`src/pkg/mac_cfg.svh`:
```
// Purpose: constants for the mode based access checker
// Assumes: byte addressed memories, 16-bit virtual address
// Notes: address map figures are plain defaults
// ============================================================
// What this block does
// - Mode from status word plus two bits
// - Core addresses are virtual, mapped to physical
// - Check permission before every memory access
// - Lowest 128 RAM bytes form boot RAM
// - Boot end: boot RAM zero, application maximal
// - 128 nonvolatile bytes always kept for maker
// - Refused register read returns zero
// - Refused register write is discarded
// - Restricted mode: firewall registers gate hardware
// - Registers refuse read and write together, never only one
// - Boot: read and fetch test ROM
// - Boot: full access to config nonvolatile partition
// - Boot: read and write boot RAM
// - Test: whole ROM, nonvolatile and RAM
// - Restricted mode: no RAM access
// - System: application ROM, nonvolatile, RAM
// - General CPU registers open in every mode
`ifndef MAC_CFG_SVH
`define MAC_CFG_SVH
// ============================================================
// Virtual map: region select in top two address bits
`define MAC_VA_W 16
`define MAC_PA_W 16
`define MAC_SEL_HI 15
`define MAC_SEL_LO 14
`define MAC_OFS_HI 13
`define MAC_SEL_ROM 2'h0
`define MAC_SEL_NVM 2'h1
`define MAC_SEL_RAM 2'h2
// Physical bases
`define MAC_PB_ROM 16'h0000
`define MAC_PB_NVM 16'h4000
`define MAC_PB_RAM 16'h8000
// Partition sizes in bytes
`define MAC_TEST_ROM_SZ 14'h0800
`define MAC_BOOT_RAM_SZ 14'h0080
`define MAC_MAKER_NVM_SZ 14'h0080
`define MAC_CFG_NVM_SZ 14'h0400
// Register groups: top three bits of an 8-bit register address
`define MAC_GRP_SYS 3'h0
`define MAC_GRP_FW 3'h1
`define MAC_GRP_TST 3'h2
`define MAC_GRP_HW 3'h3
`define MAC_GRP_CPU 3'h4
`define MAC_FWL_ADDR 8'h20
`define MAC_FWH_ADDR 8'h21
`define MAC_STW_BIT 3
`endif

```
`src/pkg/mac_pkg.sv`:
```
// Purpose: types for the mode based access checker
// Assumes: nothing
// Notes: modes Gray coded
package mac_pkg;
	typedef enum logic [1:0] {
		MAC_BOOT = 2'h0,
		MAC_TEST = 2'h1,
		MAC_SYS = 2'h3,
		MAC_RSTR = 2'h2
	} mac_mode_e;
	typedef enum logic [1:0] {
		MAC_OP_RD = 2'h0,
		MAC_OP_WR = 2'h1,
		MAC_OP_EX = 2'h3
	} mac_op_e;
endpackage : mac_pkg

```
`src/pkg/mac_reg_if.sv`:
```
// Purpose: register permission lookup channel
// Assumes: one clock
// Notes: combinational query
`timescale 1ns/1ps
`default_nettype none
interface mac_reg_if;
	import mac_pkg::*;
	logic [7:0] addr;
	mac_mode_e mode;
	logic [15:0] fw_ctrl;
	logic rd_ok;
	logic wr_ok;
	modport req (output addr, output mode, output fw_ctrl,
		input rd_ok, input wr_ok);
	modport rsp (input addr, input mode, input fw_ctrl,
		output rd_ok, output wr_ok);
endinterface : mac_reg_if
`default_nettype wire

```
`src/rtl/mac_top.sv`:
```
// Purpose: mode based memory and register access checker
// Assumes: core presents one request per cycle, answer next cycle
// Notes: memory and register results are registered
`include "mac_cfg.svh"
`timescale 1ns/1ps
`default_nettype none
module mac_top
	import mac_pkg::*;
#(
	parameter int VA_W = `MAC_VA_W
) (
	// Clock and reset
	input wire logic ref_clk,
	input wire logic rst,
	// Mode sources
	input wire logic [7:0] status_word_high,
	input wire logic [1:0] mode_bits,
	input wire logic boot_done,
	// Core memory request
	input wire logic mem_req,
	input wire logic [1:0] mem_op,
	input wire logic [VA_W-1:0] mem_vaddr,
	input wire logic [7:0] mem_wdata,
	// Memory side
	output logic phy_req,
	output logic phy_we,
	output logic [`MAC_PA_W-1:0] phy_addr,
	output logic [7:0] phy_wdata,
	input wire logic [7:0] phy_rdata,
	// Core memory answer
	output logic mem_done,
	output logic mem_denied,
	output logic [7:0] mem_rdata,
	// Core register request
	input wire logic sfr_req,
	input wire logic sfr_we,
	input wire logic [7:0] sfr_addr,
	input wire logic [7:0] sfr_wdata,
	input wire logic [7:0] sfr_rdata_in,
	// Register side
	output logic sfr_wr_stb,
	output logic [7:0] sfr_wr_addr,
	output logic [7:0] sfr_wr_data,
	output logic [7:0] sfr_rdata,
	output logic sfr_denied,
	// Status
	output logic [1:0] mode_out,
	output logic boot_ram_on
);
	mac_mode_e mode;
	logic [7:0] fw_low_reg;
	logic [7:0] fw_high_reg;
	logic boot_reg;
	logic rd_pend_reg;
	logic [1:0] sel;
	logic [13:0] ofs;
	logic ok;
	logic [`MAC_PA_W-1:0] pa;
	mac_reg_if rq ();

	// ============================================================
	// Mode derivation
	always_comb begin
		if (mode_bits == 2'h0)
			mode = MAC_BOOT;
		else if (mode_bits == 2'h1)
			mode = MAC_TEST;
		else if (status_word_high[`MAC_STW_BIT])
			mode = MAC_RSTR;
		else
			mode = MAC_SYS;
	end

	// Boot RAM lives until boot ends; never reopens before reset
	always_ff @(posedge ref_clk) begin
		if (rst)
			boot_reg <= 1'b1;
		else if (boot_done)
			boot_reg <= 1'b0;
	end

	// ============================================================
	// Memory permission
	assign sel = mem_vaddr[`MAC_SEL_HI:`MAC_SEL_LO];
	assign ofs = mem_vaddr[`MAC_OFS_HI:0];

	function automatic logic in_lo(input logic [13:0] o,
		input logic [13:0] sz);
		in_lo = (o < sz);
	endfunction : in_lo

	always_comb begin
		ok = 1'b0;
		unique case (sel)
			`MAC_SEL_ROM: begin
				if (mem_op != MAC_OP_WR) begin
					unique case (mode)
						MAC_BOOT, MAC_RSTR: ok = in_lo(ofs, `MAC_TEST_ROM_SZ);
						MAC_TEST: ok = 1'b1;
						MAC_SYS: ok = !in_lo(ofs, `MAC_TEST_ROM_SZ);
					endcase
				end
			end
			`MAC_SEL_NVM: begin
				// Maker area at the bottom, then config partition
				unique case (mode)
					MAC_TEST: ok = 1'b1;
					MAC_BOOT, MAC_RSTR: ok = !in_lo(ofs, `MAC_MAKER_NVM_SZ)
						&& in_lo(ofs, `MAC_MAKER_NVM_SZ + `MAC_CFG_NVM_SZ);
					MAC_SYS: ok = !in_lo(ofs,
						`MAC_MAKER_NVM_SZ + `MAC_CFG_NVM_SZ);
				endcase
			end
			`MAC_SEL_RAM: begin
				if (mem_op != MAC_OP_EX) begin
					unique case (mode)
						MAC_BOOT: ok = boot_reg
							&& in_lo(ofs, `MAC_BOOT_RAM_SZ);
						MAC_TEST: ok = 1'b1;
						MAC_RSTR: ok = 1'b0;
						MAC_SYS: ok = !boot_reg
							|| !in_lo(ofs, `MAC_BOOT_RAM_SZ);
					endcase
				end
			end
			default: ok = 1'b0;
		endcase
	end

	// Virtual to physical translation
	always_comb begin
		unique case (sel)
			`MAC_SEL_NVM: pa = `MAC_PB_NVM + {2'h0, ofs};
			`MAC_SEL_RAM: pa = `MAC_PB_RAM + {2'h0, ofs};
			default: pa = `MAC_PB_ROM + {2'h0, ofs};
		endcase
	end

	// Issue only permitted accesses to the memory
	always_ff @(posedge ref_clk) begin
		if (rst) begin
			phy_req <= 1'b0;
			phy_we <= 1'b0;
			phy_addr <= '0;
			phy_wdata <= 8'h00;
		end else begin
			phy_req <= mem_req && ok;
			phy_we <= mem_req && ok && mem_op == MAC_OP_WR;
			phy_addr <= pa;
			phy_wdata <= mem_wdata;
		end
	end

	// Done and denied come with the issue, read data one cycle later; denied reads give zero
	always_ff @(posedge ref_clk) begin
		if (rst) begin
			mem_done <= 1'b0;
			mem_denied <= 1'b0;
			rd_pend_reg <= 1'b0;
			mem_rdata <= 8'h00;
		end else begin
			mem_done <= mem_req;
			mem_denied <= mem_req && !ok;
			rd_pend_reg <= mem_req && ok && mem_op != MAC_OP_WR;
			mem_rdata <= rd_pend_reg ? phy_rdata : 8'h00;
		end
	end

	// ============================================================
	// Register access
	assign rq.addr = sfr_addr;
	assign rq.mode = mode;
	assign rq.fw_ctrl = {fw_high_reg, fw_low_reg};

	mac_reg_perm u_perm (
		.q(rq)
	);

	// Firewall registers, reset closed
	always_ff @(posedge ref_clk) begin
		if (rst) begin
			fw_low_reg <= 8'h00;
			fw_high_reg <= 8'h00;
		end else if (sfr_req && sfr_we && rq.wr_ok) begin
			if (sfr_addr == `MAC_FWL_ADDR)
				fw_low_reg <= sfr_wdata;
			if (sfr_addr == `MAC_FWH_ADDR)
				fw_high_reg <= sfr_wdata;
		end
	end

	// Register read and write gating
	always_ff @(posedge ref_clk) begin
		if (rst) begin
			sfr_wr_stb <= 1'b0;
			sfr_wr_addr <= 8'h00;
			sfr_wr_data <= 8'h00;
			sfr_rdata <= 8'h00;
			sfr_denied <= 1'b0;
		end else begin
			sfr_wr_stb <= sfr_req && sfr_we && rq.wr_ok;
			sfr_wr_addr <= sfr_addr;
			sfr_wr_data <= sfr_wdata;
			sfr_rdata <= (sfr_req && !sfr_we && rq.rd_ok) ?
				sfr_rdata_in : 8'h00;
			sfr_denied <= sfr_req && (sfr_we ? !rq.wr_ok : !rq.rd_ok);
		end
	end

	// Status outputs
	always_ff @(posedge ref_clk) begin
		if (rst) begin
			mode_out <= 2'h0;
			boot_ram_on <= 1'b1;
		end else begin
			mode_out <= mode;
			boot_ram_on <= boot_reg;
		end
	end
endmodule : mac_top
`default_nettype wire

```
`src/rtl/mac_reg_perm.sv`:
```
// Purpose: register access permission by group and mode
// Assumes: hardware group has 16 registers, one firewall bit each
// Notes: pure combinational
`include "mac_cfg.svh"
`timescale 1ns/1ps
`default_nettype none
module mac_reg_perm
	import mac_pkg::*;
(
	// Query
	mac_reg_if.rsp q
);
	logic [2:0] grp;
	assign grp = q.addr[7:5];
	// ============================================================
	// Group and mode decode
	always_comb begin
		q.rd_ok = 1'b0;
		q.wr_ok = 1'b0;
		if (grp == `MAC_GRP_CPU) begin
			q.rd_ok = 1'b1;
			q.wr_ok = 1'b1;
		end else if (q.mode == MAC_BOOT || q.mode == MAC_TEST) begin
			q.rd_ok = 1'b1;
			q.wr_ok = 1'b1;
		end else if (q.mode == MAC_SYS) begin
			// Test group stays closed outside boot and test
			q.rd_ok = (grp != `MAC_GRP_TST);
			q.wr_ok = (grp != `MAC_GRP_TST);
		end else begin
			if (grp == `MAC_GRP_FW) begin
				q.rd_ok = 1'b1;
				q.wr_ok = 1'b1;
			end else if (grp == `MAC_GRP_HW) begin
				// One firewall bit per register in the group
				q.rd_ok = q.fw_ctrl[q.addr[3:0]];
				q.wr_ok = q.fw_ctrl[q.addr[3:0]];
			end
		end
	end
endmodule : mac_reg_perm
`default_nettype wire

```
`config.mk`:
```
export PLATFORM = sky130hd
export DESIGN_NAME = mac_top
export DESIGN_NICKNAME = d
export VERILOG_FILES = /design/src/pkg/mac_pkg.sv /design/src/pkg/mac_reg_if.sv /design/src/rtl/mac_top.sv /design/src/rtl/mac_reg_perm.sv
export VERILOG_INCLUDE_DIRS = /design/src /design/src/pkg
export SDC_FILE = /design/constraint.sdc
export NUM_CORES = 1
export LEC_CHECK = 0
export BUFFER_PORTS_ARGS = -buffer_cell sky130_fd_sc_hd__buf_2
export CORE_UTILIZATION = 32
export CTS_BUF_LIST = sky130_fd_sc_hd__clkbuf_16
export CTS_CLUSTER_SIZE = 20
export DETAILED_ROUTE_END_ITERATION = 12
export PLACE_DENSITY_LB_ADDON = 0.08
export SETUP_SLACK_MARGIN = 0.15
export SKIP_LAST_GASP = 1
export SYNTH_ARGS = -nofsm -noshare
export SYNTH_HDL_FRONTEND = slang
export SYNTH_SLANG_ARGS = --single-unit
```
`constraint.sdc`:
```
create_clock -name ref_clk -period 1.74 [get_ports ref_clk]
set_clock_uncertainty 0.1 [all_clocks]
set_input_delay 0.174 -clock ref_clk [delete_from_list [all_inputs] [get_ports ref_clk]]
set_output_delay 0.174 -clock ref_clk [all_outputs]
set_load 0.01 [all_outputs]
```
# [Word-level counts from Yosys, hierarchy flattened]
# Index checks and enable logic that the tools add are counted.
[totals] regBits=83 in_bits=74 out_inout_bits=65
[op_classes] n_addsub=2 n_lt_le_gt_ge=4 eq_ne=15 mux=17 bitwise=2 n_reduce_logical=28
[op_table] cell="one-hot mux 16 bit (2 select lines)" count=1
[op_table] cell="adder 15 x 14 -> 16 bit (first input constant)" count=1
[op_table] cell="adder 16 x 14 -> 16 bit (first input constant)" count=1
[op_table] cell="== test 8 x 6 -> 1 bit (second input constant)" count=2
[op_table] cell="< comparator 14 x 11 -> 1 bit (second input constant)" count=1
[op_table] cell="< comparator 14 x 12 -> 1 bit (second input constant)" count=1
[op_table] cell="< comparator 14 x 8 -> 1 bit (second input constant)" count=1
[op_table] cell="logical AND 1 bit" count=11
[op_table] cell="2-to-1 mux 1 bit" count=9
[op_table] cell="one-hot mux 1 bit (3 select lines)" count=3
[op_table] cell="== test 2 x 1 -> 1 bit (second input constant)" count=4
[op_table] cell="logical NOT 1 bit" count=7
[op_table] cell="== test 2 bit (second input constant)" count=3
[op_table] cell="logical NOT 2 bit" count=3
[op_table] cell="OR reduction 2 bit" count=3
[op_table] cell="< comparator 4 x 5 -> 1 bit (second input constant)" count=1
[op_table] cell="binary-select mux 1 bit (select 4 bit)" count=1
[op_table] cell="2-to-1 mux 2 bit" count=2
[op_table] cell="one-hot mux 1 bit (4 select lines)" count=1
[op_table] cell="AND reduction 2 bit" count=2
[op_table] cell="== test 3 x 1 -> 1 bit (second input constant)" count=1
[op_table] cell="== test 3 x 2 -> 1 bit (second input constant)" count=1
[op_table] cell="== test 3 bit (second input constant)" count=1
[op_table] cell="inequality test 3 x 2 -> 1 bit (second input constant)" count=1
[op_table] cell="other kinds (4)" count=6

# [Longest topological paths before layout]
[logic_depth] word_depth=10 depth_mapped=6

# [Modules after synthesis]
# A second synthesis with hierarchy kept.
[hier_totals] cells_unflattened=247 hier_area_um2=2778.9
[modules_own_cells] mod="mac_top" instances=1 cells_each=233 area_per_inst_um2=2596.2 seq_area_each_um2=1661.6
[modules_own_cells] mod="mac_reg_perm" instances=1 cells_each=14 area_per_inst_um2=182.7 seq_area_each_um2=0.0

# [Worst setup path after synthesis]
# Ideal clock, no wire load.
[synth_path] kind="input to register" from="in sfr_addr[1]" to="reg fw_high_reg[6]" setup_ps=128 t_arrival_ps=1672 required_ps=1512 slack_ps=-160 path_stages=6 cell_sequence="buf_6 > or4_4 > or4_1 > buf_2 > mux2i_1 > nor2_1"
[synth_via] elab_chain_cells=9
[synth_rtl] element="start: declaration" line_no="mac_top.sv:37" text="input wire logic [7:0] sfr_addr,"
[synth_rtl] element="binary-select mux 1 bit (select 4 bit)" line_no="mac_reg_perm.sv:37" text="q.wr_ok = q.fw_ctrl[q.addr[3:0]];"
[synth_rtl] element="2-to-1 mux 1 bit (implied by the code)" line_no="mac_reg_perm.sv:37"
[synth_rtl] element="2-to-1 mux 1 bit" line_no="mac_reg_perm.sv:34" text="end else if (grp == `MAC_GRP_HW) begin"
[synth_rtl] element="2-to-1 mux 1 bit" line_no="mac_reg_perm.sv:31" text="if (grp == `MAC_GRP_FW) begin"
[synth_rtl] element="2-to-1 mux 1 bit" line_no="mac_reg_perm.sv:26" text="end else if (q.mode == MAC_SYS) begin"
[synth_rtl] element="2-to-1 mux 1 bit" line_no="mac_reg_perm.sv:23" text="end else if (q.mode == MAC_BOOT || q.mode == MAC_TEST) begin"
[synth_rtl] element="2-to-1 mux 1 bit" line_no="mac_reg_perm.sv:20" text="if (grp == `MAC_GRP_CPU) begin"
[synth_rtl] element="logical AND 1 bit" line_no="mac_top.sv:184" text="end else if (sfr_req && sfr_we && rq.wr_ok) begin"
[synth_rtl] element="AND reduction 2 bit (no line) *"
[synth_rtl] element="end signal: assignment" line_no="mac_top.sv:188" text="fw_high_reg <= sfr_wdata;"
[synth_rtl] element="end: declaration" line_no="mac_top.sv:52" text="logic [7:0] fw_high_reg;"
# Mark *: on every way between the ends. The rest lies on a longest branch, timed or not. The select of a mux whose other input is x is not followed.
# A chain may end at the register's enable or synchronous reset.

# [Final worst setup path]
[layout_path] from="reg fw_high_reg[7]" to="reg sfr_rdata[7]"
[layout_via] elab_chain_cells=10
[layout_rtl] element="binary-select mux 1 bit (select 4 bit)" line_no="mac_reg_perm.sv:36" text="q.rd_ok = q.fw_ctrl[q.addr[3:0]];"
[layout_rtl] element="2-to-1 mux 1 bit (implied by the code)" line_no="mac_reg_perm.sv:36"
[layout_rtl] element="2-to-1 mux 1 bit" line_no="mac_reg_perm.sv:34"
[layout_rtl] element="2-to-1 mux 1 bit" line_no="mac_reg_perm.sv:31"
[layout_rtl] element="2-to-1 mux 1 bit" line_no="mac_reg_perm.sv:26"
[layout_rtl] element="2-to-1 mux 1 bit" line_no="mac_reg_perm.sv:23"
[layout_rtl] element="2-to-1 mux 1 bit" line_no="mac_reg_perm.sv:20"
[layout_rtl] element="logical AND 1 bit" line_no="mac_top.sv:204" text="sfr_rdata <= (sfr_req && !sfr_we && rq.rd_ok) ?"
[layout_rtl] element="inverter 1 bit (no line)"
[layout_rtl] element="OR reduction 2 bit (no line)"
[layout_rtl] element="end signal: assignment" line_no="mac_top.sv:204"
[layout_rtl] element="end: declaration" line_no="mac_top.sv:44" text="output logic [7:0] sfr_rdata,"
# Every way passes these cells. The select of a mux whose other input is x is not followed.

==> summary.md <==
| Metric | Value |
|---|---|
| Syn Std Cell Area | 2810 um^2 |
| Port Buf Inserts | 131 |
| Setup violators final | 0 |
| Met2 Usage GRT | 0.243 |
| Total number of vias | 2426 |
| Initial antenna violation count | 0 |
| CTS tree | done |
| Clock tree sinks | 83 |
| Busiest metal layer after global routing | met2 |
| Leakage power | 2.15 nW |
| Met1 Usage GRT | 0.196 |
| Largest net degree at the start of global routing | 64 |
| Initial Util | 0.337 |
| Status | finished clean |
| Fmax | 0.601 GHz |
| GPL Wtd Cong | 0.700 |
| Met3 usage | 0.0474 |
| Critical Path RT | 1.84 ns |
| Multi-input logic area | 1150 um^2 |
| Htree depth | 3 |
| Vias in the first global route | 2198 |
| Worst-case clock buffer depth | 2 |
| Share of cells above drive strength 1 | 0.423 |
| Top post-synthesis cells by count | dfxtp_1 (83), nor2b_1 (40), nor2_1 (22) |
| ANT cells | 0 |
| Final HPWL DP | 4.68 mm |
| Max rail drop VDD | 0.525 mV |
| Reg clk slew, reported paths | 0.06 ns |
| Startpoint types | register |
| Area Growth Syn to Fin | 60.9% |
| Nets | 522 |
| Latest clock arrival within the worst-skew pair | 0.33 ns |
| Overall routing resource usage | 0.154 |
| Die ar. | 9170 um^2 |
| Synth top area cells | dfxtp_1 (59%), nor2b_1 (8.9%), mux2i_1 (5.7%) |
| Synthesized area per cell | 11.1 um^2 |
| Post-synth top area cell | dfxtp_1 |
| FILL cells | 773 |
| Max FFs per register | 16 |
| Pre-Repair DR Iteration Count | 5 |
| WL/cell | 12.7 um |
| Syn nets | 328 |
| Slew margin rel. | 0.646 |
| Max-slew violations | 0 |
| Post-synth ARST share | 0 |
| Period utilisation layout | 0.957 |
| Final min period | 1.66 ns |
| DIE HEIGHT | 95.8 um |
| Root buf cell | clkbuf_16 |
| WP data arrival | 1.76 ns |
| Grt total ovfl | 0 |
| Num CTS Buffers | 9 |
| Synth Register Bits | 83 |
| Final Hold Viols | 0 |
| Library cells used by synthesis | 43 |
| I/O pin cnt | 139 |
| Post-Syn Instances | 254 |
| Register with the most flip-flops | phy_addr |
| Placed instance area | 3730 um^2 |
| Total power | 4.26 mW |
| Hold_ws | 0.0147 ns |
| Sequential element share of the synthesized area | 0.591 |
| Final Cell Area | 4530 um^2 |
| Final ANT Viol Nets | 0 |
| Register Area | 1670 um^2 |
| Ys flop type | dfxtp_1 |
| Initial DRC Count | 46 |
| Post-synth top area share | 0.591 |
| Routed wire length | 7.07 mm |
| Pwr dens | 941 nW/um^2 |
| Critical path type | register to register |
| Global-route wire length before repair | 10.5 mm |
| YS warnings | 0 |
| CORE AREA | 8340 um^2 |
| Row cnt | 33 |
| Vias/cell | 4.36 |
| Die X | 95.8 um |
| RSZ-0062 raised after global routing | yes |
| Worst slew pin tran | 0.530 ns |
| Worst-path maximum fanout | 5 |
| Top-count cell post-synth | dfxtp_1 |
| Number of synthesized flops with an enable pin | 0 |
| Worst Setup End Kind | register |
| Max-cap violations | 0 |
| DRC Markers | 0 |
| HP Class | primary input to register |
-- cell families after synthesis --
group,share of synthesized area
AO/OA/AOI/OAI,0.0645
buffers and inverters,0.0351
flip-flops,0.591
multiplexers,0.0956
AND/OR/NAND/NOR,0.214
-- layout make-up --
class                           instances  share of cell area
Clock buffer                            9              0.0498
Sequential cell                        83               0.368
Tap cell                              105              0.0290
Inverter                               14              0.0116
Timing Repair Buffer                  192               0.276
Multi-Input combinational cell        148               0.253
Clock inverter                          6              0.0130
-- power breakdown --
part	switching, mW	total (mW)	internal, mW
logic	0.216	0.472	0.256
clock network	0.711	1.80	1.09
registers	0.0152	1.98	1.97
-- critical path, cell delays in order, from the launching register on --
cell     delay [ns]
dfxtp_2        0.32
mux4_2         0.45
mux2_4         0.32
o32ai_4        0.23
nor3_1         0.11
-- cells in the final DEF (no fill, tap or decap), drive strengths merged, types with 3 or more instances in the layout --
cell type    netlist  routed
and2               8       8
or4                3       3
nor3              11      11
nand2              3       3
nor2              22      22
nand2b             6       6
buf                2     151
mux2i             16      16
nor2b             40      40
mux4               4       4
clkbuf             8       9
dfxtp             83      83
a21oi              4       4
inv               14      15
dlygate4sd3        0      41
-- repair_timing --
action                                  in CTS  in global routing
endpoints found under the hold margin       41                  0
setup buffers                                0                  3
pin swaps                                    3                 10
endpoints found under the setup margin      10                 17
cloned                                       1                  0
hold buffers                                41                  0
gates resized for setup                      5                 15
-- worst paths after layout --
check                 start  slack (ns)            end  cells past startpoint
max          fw_high_reg[7]        0.08   sfr_rdata[7]                      4
min                 mem_req        0.01    rd_pend_reg                      3
max reg2reg  fw_high_reg[7]        0.08   sfr_rdata[7]                      4
min reg2reg   fw_low_reg[7]        0.39  fw_low_reg[7]                      2
-- metal layers --
| metal | up-vias | routed length (um) |
|---|---|---|
| met5 | - | 0 |
| met4 | 0 | 93 |
| met3 | 6 | 433 |
| met2 | 83 | 3280 |
| met1 | 1091 | 3270 |
| li1 | 1246 | - |
-- metrics by stage --
stage          instances  TNS, ns  utilization  setup slack, ns
2_1_floorplan        254   -0.168            -          -0.0161
3_3_place_gp         497    -1.65        0.447           -0.142
3_5_place_dp         497    -2.05        0.447           -0.161
4_1_cts              554        0        0.534           0.0608
5_1_grt              557        0        0.543           0.0439
6_report             557        0        0.543           0.0750
No activity file was read; power rests on OpenSTA's default activity.
